File: config.mk
export PLATFORM = sky130hd
export DESIGN_NAME = tcf_timer
export DESIGN_NICKNAME = d
export VERILOG_FILES = /design/src/hw/tcf_pkg.sv /design/src/hw/tcf_timer.sv
export SDC_FILE = /design/constraint.sdc
export NUM_CORES = 1
export LEC_CHECK = 0
export BUFFER_PORTS_ARGS = -buffer_cell sky130_fd_sc_hd__buf_2
export CAP_MARGIN = 15
export CORE_AREA = 3 3 120 122
export DETAILED_ROUTE_END_ITERATION = 16
export DIE_AREA = 0 0 123 125
export HOLD_SLACK_MARGIN = 0.12
export PLACE_DENSITY = 0.71
export SLEW_MARGIN = 15
export SYNTH_ARGS = -nofsm -noshare
export SYNTH_HDL_FRONTEND = slang
export SYNTH_SLANG_ARGS = --single-unit
export TNS_END_PERCENT = 20
File: constraint.sdc
create_clock -name aclk -period 4.5 [get_ports aclk]
set_clock_uncertainty 0.1 [all_clocks]
set_input_delay 0.45 -clock aclk [delete_from_list [all_inputs] [get_ports aclk]]
set_output_delay 0.45 -clock aclk [all_outputs]
set_load 0.05 [all_outputs]
File: src/hw/tcf_pkg.sv
// Package of constants for the timer count read and input filter block.
package tcf_pkg;

  // ----------------------------------------------------------------
  // Register map (byte addresses, one aligned word each)
  // ----------------------------------------------------------------
  localparam logic [7:0] ADDR_CTRL     = 8'h00;
  localparam logic [7:0] ADDR_RELOAD   = 8'h04;
  localparam logic [7:0] ADDR_CNT_HIGH = 8'h08;
  localparam logic [7:0] ADDR_CNT_LOW  = 8'h0c;
  localparam logic [7:0] ADDR_STATUS   = 8'h10;
  localparam logic [7:0] ADDR_MASK     = 8'h14;

  // ----------------------------------------------------------------
  // Control field positions and reset values
  // ----------------------------------------------------------------
  localparam int          CTRL_EN_BIT    = 0;
  localparam int          CTRL_UPDN_BIT  = 1;
  localparam int          CTRL_NOISE_FILTER_ENABLE_BIT  = 2;
  localparam int          CTRL_WSEL_LSB  = 4;
  localparam int          FILT_MIN_WIDTH = 4;
  localparam int          FILT_MAX_WIDTH = 11;
  localparam logic [15:0] RELOAD_RST     = 16'hffff;
  localparam logic [15:0] CNT_RST        = 16'h0000;
  localparam logic [15:0] CNT_START      = 16'h0001;

  // Status bits: 0 = reload event, 1 = down count reached zero.
  localparam int          ST_RELOAD_BIT  = 0;
  localparam int          ST_ZERO_BIT    = 1;
  localparam int          ST_WIDTH       = 2;

  // AXI responses.
  localparam logic [1:0]  RESP_OKAY      = 2'h0;
  localparam logic [1:0]  RESP_SLVERR    = 2'h2;

  typedef enum logic {TCF_DIR_UP, TCF_DIR_DOWN} tcf_dir_t;

endpackage

File: src/hw/tcf_timer.sv
// Timer slice with latched count reads, output toggle and input noise filter.
`timescale 1ns/1ns
// What this block does
// - Software may read the running count; reads never disturb counting.
// - Reading count high byte while enabled copies the live low byte to a hold.
// - Next low byte read after that returns the held value.
// - When disabled, low byte reads return the live counter value.
// - Timer output pin toggles every time the counter reloads.
// - Timer input is synchronized to the timer clock before use.
// - Filter enable 0 bypasses the noise filter; 1 inserts it.
// - Filter is an up/down saturating counter, 4 to 11 bits wide.
// - Width select codes 000..111 give widths 4..11 bits.
// - Filter output has hysteresis, not following single count steps.
// - Active-low saturated flag indicates noise on the timer input.
// - Filter keeps running in stop mode.
// - Up/down mode counts up to reload, down to zero, repeats.
// - Up/down period is twice the reload value.
// - Up/down mode raises an interrupt when the count decrements to zero.
module tcf_timer
  import tcf_pkg::*;
#(
  parameter int FILT_W = FILT_MAX_WIDTH
)
(
  // Clock and reset
  input  wire logic        aclk,
  input  wire logic        aresetn,
  // AXI4-Lite write address
  input  wire logic [7:0]  s_axi_awaddr,
  input  wire logic        s_axi_awvalid,
  output logic             s_axi_awready,
  // AXI4-Lite write data
  input  wire logic [31:0] s_axi_wdata,
  input  wire logic [3:0]  s_axi_wstrb,
  input  wire logic        s_axi_wvalid,
  output logic             s_axi_wready,
  // AXI4-Lite write response
  output logic [1:0]       s_axi_bresp,
  output logic             s_axi_bvalid,
  input  wire logic        s_axi_bready,
  // AXI4-Lite read address
  input  wire logic [7:0]  s_axi_araddr,
  input  wire logic        s_axi_arvalid,
  output logic             s_axi_arready,
  // AXI4-Lite read data
  output logic [31:0]      s_axi_rdata,
  output logic [1:0]       s_axi_rresp,
  output logic             s_axi_rvalid,
  input  wire logic        s_axi_rready,
  // Timer pins and filter straps
  input  wire logic        timer_in,
  input  wire logic        noise_filter_enable,
  input  wire logic [2:0]  filter_width_select,
  input  wire logic        stop_mode,
  output logic             timer_out,
  output logic             timer_in_filtered,
  output logic             filter_saturated_n,
  output logic             irq
);

  // ----------------------------------------------------------------
  // Declarations
  // ----------------------------------------------------------------
  logic        aw_ff;
  logic [7:0]  awaddr_ff;
  logic        w_ff;
  logic [31:0] wdata_ff;
  logic [3:0]  wstrb_ff;
  logic        wr_go;
  logic        rd_go;
  logic        en_ff;
  logic        updn_ff;
  logic [15:0] reload_ff;
  logic [15:0] cnt_ff;
  logic [15:0] nxt_cnt;
  tcf_dir_t    dir_ff;
  tcf_dir_t    nxt_dir;
  logic        reload_ev;
  logic        zero_ev;
  logic [7:0]  hold_ff;
  logic        hold_vld_ff;
  logic [ST_WIDTH-1:0] status_ff;
  logic [ST_WIDTH-1:0] mask_ff;
  logic [ST_WIDTH-1:0] evt;
  logic [ST_WIDTH-1:0] clr;
  logic        sync1_ff;
  logic        sync2_ff;
  logic [FILT_W-1:0] fcnt_ff;
  logic [FILT_W-1:0] fmax;
  logic        fout_ff;
  logic        sel_in;

  // Width select decoder: all ones in the low (4 + code) bits.
  function automatic logic [FILT_W-1:0] filt_max(input logic [2:0] code);
    logic [FILT_W-1:0] m;
    m = '0;
    for (int i = 0; i < FILT_W; i++)
    begin
      if (i < FILT_MIN_WIDTH + int'(code))
      begin
        m[i] = 1'b1;
      end
    end
    return m;
  endfunction

  // ----------------------------------------------------------------
  // AXI4-Lite slave
  // ----------------------------------------------------------------
  assign wr_go = aw_ff && w_ff && !s_axi_bvalid;
  assign rd_go = s_axi_arvalid && s_axi_arready;

  // Address and data are captured in either order; the response follows both.
  always_ff @(posedge aclk)
  begin
    if (!aresetn)
    begin
      aw_ff         <= 1'b0;
      w_ff          <= 1'b0;
      awaddr_ff     <= 8'h00;
      wdata_ff      <= 32'h00000000;
      wstrb_ff      <= 4'h0;
      s_axi_awready <= 1'b0;
      s_axi_wready  <= 1'b0;
      s_axi_bvalid  <= 1'b0;
      s_axi_bresp   <= RESP_OKAY;
    end
    else
    begin
      s_axi_awready <= !aw_ff && !s_axi_awready && !s_axi_awvalid ? 1'b1 : !aw_ff;
      s_axi_wready  <= !w_ff;
      if (s_axi_awvalid && s_axi_awready)
      begin
        aw_ff         <= 1'b1;
        awaddr_ff     <= s_axi_awaddr;
        s_axi_awready <= 1'b0;
      end
      if (s_axi_wvalid && s_axi_wready)
      begin
        w_ff         <= 1'b1;
        wdata_ff     <= s_axi_wdata;
        wstrb_ff     <= s_axi_wstrb;
        s_axi_wready <= 1'b0;
      end
      if (wr_go)
      begin
        aw_ff        <= 1'b0;
        w_ff         <= 1'b0;
        s_axi_bvalid <= 1'b1;
        s_axi_bresp  <= (awaddr_ff == ADDR_CTRL || awaddr_ff == ADDR_RELOAD ||
                         awaddr_ff == ADDR_STATUS || awaddr_ff == ADDR_MASK ||
                         awaddr_ff == ADDR_CNT_HIGH || awaddr_ff == ADDR_CNT_LOW)
                        ? RESP_OKAY : RESP_SLVERR;
      end
      else if (s_axi_bvalid && s_axi_bready)
      begin
        s_axi_bvalid <= 1'b0;
      end
    end
  end

  // Read channel: one read at a time, data registered one cycle after acceptance.
  always_ff @(posedge aclk)
  begin
    if (!aresetn)
    begin
      s_axi_arready <= 1'b0;
      s_axi_rvalid  <= 1'b0;
      s_axi_rdata   <= 32'h00000000;
      s_axi_rresp   <= RESP_OKAY;
    end
    else
    begin
      s_axi_arready <= !s_axi_rvalid && !rd_go;
      if (rd_go)
      begin
        s_axi_rvalid <= 1'b1;
        s_axi_rresp  <= RESP_OKAY;
        case (s_axi_araddr)
          ADDR_CTRL:
            s_axi_rdata <= {25'h0, filter_width_select, 1'b0, en_ff ? 1'b0 : 1'b0,
                            updn_ff, en_ff} | 32'h0;
          ADDR_RELOAD:   s_axi_rdata <= {16'h0, reload_ff};
          ADDR_CNT_HIGH: s_axi_rdata <= {24'h0, cnt_ff[15:8]};
          // Held byte only while enabled and latched; otherwise the live byte.
          ADDR_CNT_LOW:  s_axi_rdata <= {24'h0, (en_ff && hold_vld_ff) ? hold_ff
                                                 : cnt_ff[7:0]};
          ADDR_STATUS:   s_axi_rdata <= {30'h0, status_ff};
          ADDR_MASK:     s_axi_rdata <= {30'h0, mask_ff};
          default:
          begin
            s_axi_rdata <= 32'h00000000;
            s_axi_rresp <= RESP_SLVERR;
          end
        endcase
      end
      else if (s_axi_rvalid && s_axi_rready)
      begin
        s_axi_rvalid <= 1'b0;
      end
    end
  end

  // ----------------------------------------------------------------
  // Control registers
  // ----------------------------------------------------------------
  always_ff @(posedge aclk)
  begin
    if (!aresetn)
    begin
      en_ff     <= 1'b0;
      updn_ff   <= 1'b0;
      reload_ff <= RELOAD_RST;
      mask_ff   <= '0;
    end
    else if (wr_go)
    begin
      if (awaddr_ff == ADDR_CTRL && wstrb_ff[0])
      begin
        en_ff   <= wdata_ff[CTRL_EN_BIT];
        updn_ff <= wdata_ff[CTRL_UPDN_BIT];
      end
      if (awaddr_ff == ADDR_RELOAD)
      begin
        if (wstrb_ff[0]) reload_ff[7:0]  <= wdata_ff[7:0];
        if (wstrb_ff[1]) reload_ff[15:8] <= wdata_ff[15:8];
      end
      if (awaddr_ff == ADDR_MASK && wstrb_ff[0])
      begin
        mask_ff <= wdata_ff[ST_WIDTH-1:0];
      end
    end
  end

  // Low byte hold: loaded on a high byte read, released by the low byte read.
  always_ff @(posedge aclk)
  begin
    if (!aresetn)
    begin
      hold_ff     <= 8'h00;
      hold_vld_ff <= 1'b0;
    end
    else if (rd_go && s_axi_araddr == ADDR_CNT_HIGH && en_ff)
    begin
      hold_ff     <= cnt_ff[7:0];
      hold_vld_ff <= 1'b1;
    end
    else if ((rd_go && s_axi_araddr == ADDR_CNT_LOW) || !en_ff)
    begin
      hold_vld_ff <= 1'b0;
    end
  end

  // ----------------------------------------------------------------
  // Counter; reads only sample it, so counting never depends on bus reads
  // ----------------------------------------------------------------
  always_comb
  begin
    nxt_cnt   = cnt_ff;
    nxt_dir   = dir_ff;
    reload_ev = 1'b0;
    zero_ev   = 1'b0;
    if (en_ff && !updn_ff)
    begin
      // Continuous mode: count to reload, then restart at one.
      if (cnt_ff >= reload_ff)
      begin
        nxt_cnt   = CNT_START;
        reload_ev = 1'b1;
      end
      else
      begin
        nxt_cnt = cnt_ff + 16'h0001;
      end
    end
    else if (en_ff)
    begin
      // Up/down mode: reload steps up plus reload steps down gives 2 x reload.
      if (dir_ff == TCF_DIR_UP)
      begin
        if (cnt_ff >= reload_ff)
        begin
          nxt_dir   = TCF_DIR_DOWN;
          nxt_cnt   = cnt_ff - 16'h0001;
          reload_ev = 1'b1;
        end
        else
        begin
          nxt_cnt = cnt_ff + 16'h0001;
        end
      end
      else
      begin
        nxt_cnt = cnt_ff - 16'h0001;
        if (cnt_ff == CNT_START)
        begin
          nxt_dir = TCF_DIR_UP;
          zero_ev = 1'b1;
        end
      end
    end
  end

  always_ff @(posedge aclk)
  begin
    if (!aresetn)
    begin
      cnt_ff <= CNT_RST;
      dir_ff <= TCF_DIR_UP;
    end
    else
    begin
      cnt_ff <= nxt_cnt;
      dir_ff <= nxt_dir;
    end
  end

  // Output pin toggles on every reload.
  always_ff @(posedge aclk)
  begin
    if (!aresetn)
    begin
      timer_out <= 1'b0;
    end
    else if (reload_ev)
    begin
      timer_out <= !timer_out;
    end
  end

  // ----------------------------------------------------------------
  // Interrupt status: set wins over write-one-to-clear
  // ----------------------------------------------------------------
  assign evt = {zero_ev, reload_ev};
  assign clr = (wr_go && awaddr_ff == ADDR_STATUS && wstrb_ff[0])
               ? wdata_ff[ST_WIDTH-1:0] : '0;

  always_ff @(posedge aclk)
  begin
    if (!aresetn)
    begin
      status_ff <= '0;
      irq       <= 1'b0;
    end
    else
    begin
      status_ff <= (status_ff & ~clr) | evt;
      irq       <= |(((status_ff & ~clr) | evt) & mask_ff);
    end
  end

  // ----------------------------------------------------------------
  // Input noise filter; free of stop_mode so it runs in stop
  // ----------------------------------------------------------------
  always_ff @(posedge aclk)
  begin
    if (!aresetn)
    begin
      sync1_ff <= 1'b0;
      sync2_ff <= 1'b0;
    end
    else
    begin
      sync1_ff <= timer_in;
      sync2_ff <= sync1_ff;
    end
  end

  assign fmax   = filt_max(filter_width_select);
  assign sel_in = noise_filter_enable ? fout_ff : sync2_ff;

  // Saturating counter; output moves only at the extremes, giving hysteresis.
  always_ff @(posedge aclk)
  begin
    if (!aresetn)
    begin
      fcnt_ff            <= '0;
      fout_ff            <= 1'b0;
      filter_saturated_n <= 1'b1;
      timer_in_filtered  <= 1'b0;
    end
    else
    begin
      if (sync2_ff && fcnt_ff < fmax)
      begin
        fcnt_ff <= fcnt_ff + 1'b1;
      end
      else if (!sync2_ff && fcnt_ff > fmax)
      begin
        fcnt_ff <= fmax;
      end
      else if (!sync2_ff && fcnt_ff != '0)
      begin
        fcnt_ff <= fcnt_ff - 1'b1;
      end
      if (fcnt_ff >= fmax)
      begin
        fout_ff <= 1'b1;
      end
      else if (fcnt_ff == '0)
      begin
        fout_ff <= 1'b0;
      end
      // Low while the counter sits at neither extreme: input is noisy.
      filter_saturated_n <= (fcnt_ff == '0) || (fcnt_ff >= fmax);
      timer_in_filtered  <= sel_in;
    end
  end

endmodule

Word level (Yosys, flattened, before mapping)
Cells that the tools add are included.
Cells by class
  magnitude comparators: 15
  bitwise gates (word level): 6
  reductions and logical operators: 60
  equality and inequality tests: 11
  $add $sub $neg: 5
  mux-type cells: 44
Operator list (count)
  $lt 4x32->1 const A: 4
  $pmux 16 s6: 1
  $mux 16: 5
  $lt 3x32->1 const A: 2
  $lt 5x32->1 const A: 2
  $mux 11: 3
  $eq 8x4->1 const B: 4
  $eq 8x5->1 const B: 4
  $lt 1x32->1 const A: 1
  $lt 2x32->1 const A: 1
  $mux 1: 31
  $logic_and 1x1->1: 22
  $add 16x1->16 const B: 1
  $eq 16x1->1 const B: 1
  $eq 8x3->1 const B: 2
  $ge 16x16->1: 1
  $logic_not 8->1: 2
  $sub 16x1->16 const B: 1
  $add 11x1->11 const B: 1
  $ge 11x11->1: 1
  $gt 11x11->1: 1
  $logic_not 1->1: 11
  $logic_not 11->1: 1
  $lt 11x11->1: 1
  17 further kinds: 37
Storage, ports and cells
  register bits after elaboration: 135
  output and inout bits: 45

Longest topological paths before layout
  word-level depth: 10
  mapped depth: 12

Worst setup path after synthesis
No wires, ideal clock.
  path kind: input to register
  from: in filter_width_select[2]
  to: reg fcnt_ff[6]
  data arrival time: 2397 ps
  stages on the path: 9
  path slack: 1883 ps
  required time: 4280 ps
  library setup time: 120 ps
  cell sequence: nor3_1 ha_1 and4_1 a221o_1 a21oi_2 nand2b_1 buf_4 a211oi_1 o31a_1
On the way
  word-level cells in the longest chain between the ends: 7
  elaborated cells between the ends (all ways): 30
Ends and longest elaborated chain
  start: declaration: RTL line tcf_timer.sv:53  | input wire logic [2:0] filter_width_select,
  $add 3x3->4 *: RTL line tcf_timer.sv:99  | if (i < FILT_MIN_WIDTH + int'(code))
  $lt 1x32->1 (tied with other cells): RTL line tcf_timer.sv:99
  $mux 1: RTL line tcf_timer.sv:99
  $gt 11x11->1: RTL line tcf_timer.sv:388  | else if (!sync2_ff && fcnt_ff > fmax)
  $logic_and 1x1->1: RTL line tcf_timer.sv:388
  $mux 11: RTL line tcf_timer.sv:388
  $mux 11: RTL line tcf_timer.sv:384  | if (sync2_ff && fcnt_ff < fmax)
  end signal: assignment: RTL line tcf_timer.sv:386  | fcnt_ff <= fcnt_ff + 1'b1;
  end signal: assignment: RTL line tcf_timer.sv:390  | fcnt_ff <= fmax;
  end signal: assignment: RTL line tcf_timer.sv:394  | fcnt_ff <= fcnt_ff - 1'b1;
  end: declaration: RTL line tcf_timer.sv:88  | logic [FILT_W-1:0] fcnt_ff;
Mark *: on every way between the ends. The rest lies on a longest branch, timed or not.
A chain may end at the register's enable or synchronous reset.

Worst setup path in the final report
  from: reg cnt_ff[11]
  to: reg cnt_ff[7]
On the way
  word-level cells in the longest chain between the ends: 5
  elaborated cells between the ends (all ways): 6
Ends and longest elaborated chain
  start: declaration: RTL line tcf_timer.sv:74  | logic [15:0] cnt_ff;
  start signal: assignment: RTL line tcf_timer.sv:313  | cnt_ff <= nxt_cnt;
  $ge 16x16->1 *: RTL line tcf_timer.sv:266, tcf_timer.sv:281
  $mux 16: RTL line tcf_timer.sv:281  | if (cnt_ff >= reload_ff)
  $mux 16: RTL line tcf_timer.sv:279  | if (dir_ff == TCF_DIR_UP)
  $mux 16: RTL line tcf_timer.sv:276  | else if (en_ff)
  $mux 16 *: RTL line tcf_timer.sv:263  | if (en_ff && !updn_ff)
Mark *: on every way between the ends. The rest lies on a longest branch, timed or not. The select of a mux whose other input is x is not followed.

==> metrics.txt <==
Max Slew Vio Count 0; Max H-tree Level 4; I/O Buffers 72; Critical R2R Launch cnt_ff[11]$_SDFFE_PN0P_; Syn Inst Count 831; final std cells w/o fill between 1000 and 1500; Power Density about 460 nW/µm²; Tightest Pin Transition 0.906 ns; first-pass GRT wire length around 29000 µm; crit path kind reg2reg; core area 13300 µm²; post-synthesis sequential area ratio 35.1%; vias per cell 5.66; synthesized cell area 6670 µm²; Worst Setup Slack, final 1.29 ns; # Post-CTS Setup Buffers 0; total grt overflow 0; Post-synth EDFFs 0; Initial Util 50.2%; Max clock buf depth 2; hold depth 3; Worst EP arrival 3.42 ns; period utilisation layout about 71%; crit path max fanout 12; crit path max-delay cell type dfxtp_1; Ports 110; nets 972; drt first pass iters 7; Layout Area Growth over Synthesis 14.1%; Ant. Diodes 0; peak supply drop ~0.27 mV; Synth Flop Type dfxtp_1; Core Rows 42; Final setup viols 0; RSZ-0062 raised after global routing no; chip height about 130 µm; Final Hold Viols 0; fin area between 7000 and 8000 µm²; # hold bufs at CTS 1; crit end category flop; worst-path cell chain ha_1 -> a21oi_1 -> o21ai_0 -> a221oi_1 -> and3_1 -> a21oi_1 -> a221o_1 -> o311a_1; setup TNS 0 ns; CTS root buffer clkbuf_16; Leakage 0.00353 µW; Setup crit start kind flop; full die area 15400 µm²; drt initial violations between 400 and 500; Post-DP Area 7000 µm²; Fmax achieved 312 MHz; status finished, final reports clean; Die X approximately 120 µm; #FFs+latches synth 117; Total Routed Length 17100 µm; Netlist cell types 69; Mean Syn Cell Area 8.02 µm²; CTS tree built; Min-Delay Path Class in2reg; Final min period 3.21 ns; Max Cap Viol 0; All-Layer GR Usage around 23%; # clock sinks around 120; WP buf/inv 0; Ys Warns 0; worst reg2reg path depth 8; Worst EP required 4.71 ns; pin count of the biggest net entering global routing 62; Setup WS pre-CTS 1.24 ns; Resize count post-CTS 0; hold wc startpoint s_axi_wstrb[1]; post-route ant nets 0; GP Congestion 0.888; CP Depth 8; Cell Count Post-Placement 1034; cts bufs inserted 17; vias in the first global route 5806; vias 6036; Worst Setup SP cnt_ff[11]$_SDFFE_PN0P_; critical path's top delay family compound AO/OA/AOI/OAI gates; Routed WL per cell 16.0 µm; Worst-Skew Late Latency between 0.4 and 0.5 ns; Reg clk slew, reported paths 0.06 ns; Post-DP HPWL 11800 µm; layout cell share with drive strength beyond 1 between 10% and 20%; final core occ between 50% and 60%; Max-Slew Margin vs Limit about two fifths; Worst path max stage delay 0.58 ns; CP most frequent cell a21oi_1; Async SR Flop Fraction 0%; DR DRC count 0; initial antenna violation count 0
[kinds of logic after synthesis]
family | count (synthesis) | synth area share, %
multiplexers | 45 | 7.24
flip-flops | 117 | 35.1
AO/OA/AOI/OAI | 181 | 17.7
other | 1 | 0.0562
adder cells (fa/ha/maj) | 29 | 5.44
XOR/XNOR | 25 | 3.28
buffers and inverters | 95 | 6.98
AND/OR/NAND/NOR | 338 | 24.2
[worst paths after layout]
path | endpoint | slack [ns]
worst max-delay path | cnt_ff[7]$_SDFFE_PN0P_ | 1.29
worst min-delay path | wstrb_ff[1]$_SDFFE_PN0P_ | 0.15
worst max register to register | cnt_ff[7]$_SDFFE_PN0P_ | 1.29
worst min register to register | sync2_ff$_SDFF_PN0_ | 0.34
[synth_stat cells (18+ instances only)]
cell,instances,area share (%)
a21oi_1,71,5.3
and3_1,18,1.7
buf_4,20,2.3
clkbuf_1,42,2.4
dfxtp_1,117,35
ha_1,29,5.4
inv_1,26,1.5
mux2i_1,37,5.6
nand2_1,132,7.4
nand3_1,20,1.5
nor2_1,70,3.9
nor3_1,23,1.7
o21ai_0,26,2.0
[routing by layer]
| metal | up-vias | GRT usage [%] | part of all wire (%) |
|---|---|---|---|
| met5 | - | 0 | 0 |
| met4 | 0 | 8.53 | 2.1 |
| met3 | 31 | 5.19 | 5.6 |
| met2 | 168 | 37.5 | 48 |
| met1 | 2841 | 29.6 | 44 |
| li1 | 2996 | - | - |
[final cells by class]
cell class                 instances  area [µm²]
fill                            1268        5690
timing repair buffer              80         423
tap                              176         220
clock inverter                    14         176
multi-input combinational        636        3920
inverter                          26        97.6
sequential                       117        2340
clock buffer                      17         425
[layout by cell type (no fill, tap or decap), types with 5 or more instances in the layout]
cell type / instances
a31oi_1: 5
a221oi_1: 7
dfxtp_1: 117
o21ai_0: 26
nand2_1: 132
nand4_1: 6
nor2b_1: 10
nand3_1: 20
clkinvlp_4: 5
and2_1: 15
nor3b_1: 5
nand2b_1: 9
buf_4: 7
conb_1: 18
xor2_1: 11
ha_1: 29
a22oi_1: 15
nor2_1: 70
clkbuf_16: 17
mux2i_1: 37
buf_2: 72
nor4_1: 10
xnor2_1: 14
a21oi_1: 71
nor3_1: 23
inv_1: 25
mux2_2: 6
and3_1: 18
o2111ai_1: 5
[metrics by stage]
step	total power, µW	hold slack [ns]
3_3_place_gp	2100	0.314
2_1_floorplan	1970	0.312
6_report	3490	0.154
5_1_grt	3670	0.154
4_1_cts	3500	0.145
3_5_place_dp	2110	0.326
[worst min-delay path, delay by kind of cell]
family                 cells  cell delay [ns]
AOI/OAI and AO/OA          1             0.05
buffers and inverters      1             0.09
and+or+nand+nor            1             0.04
[power by group]
part,switching (µW),internal (µW)
registers,125,1120
clock network,510,871
logic,511,354
total,1150,2340
[registers in the layout, indices dropped and copies added (netlist names), 2 cells and up]
register and flops:
hold_ff 8, awaddr_ff 8, fcnt_ff 11, cnt_ff 16, status_ff 2, wdata_ff 16, mask_ff 2, wstrb_ff 2
s_axi_rdata 16, reload_ff 16
No activity file was read; power rests on OpenSTA's default activity.
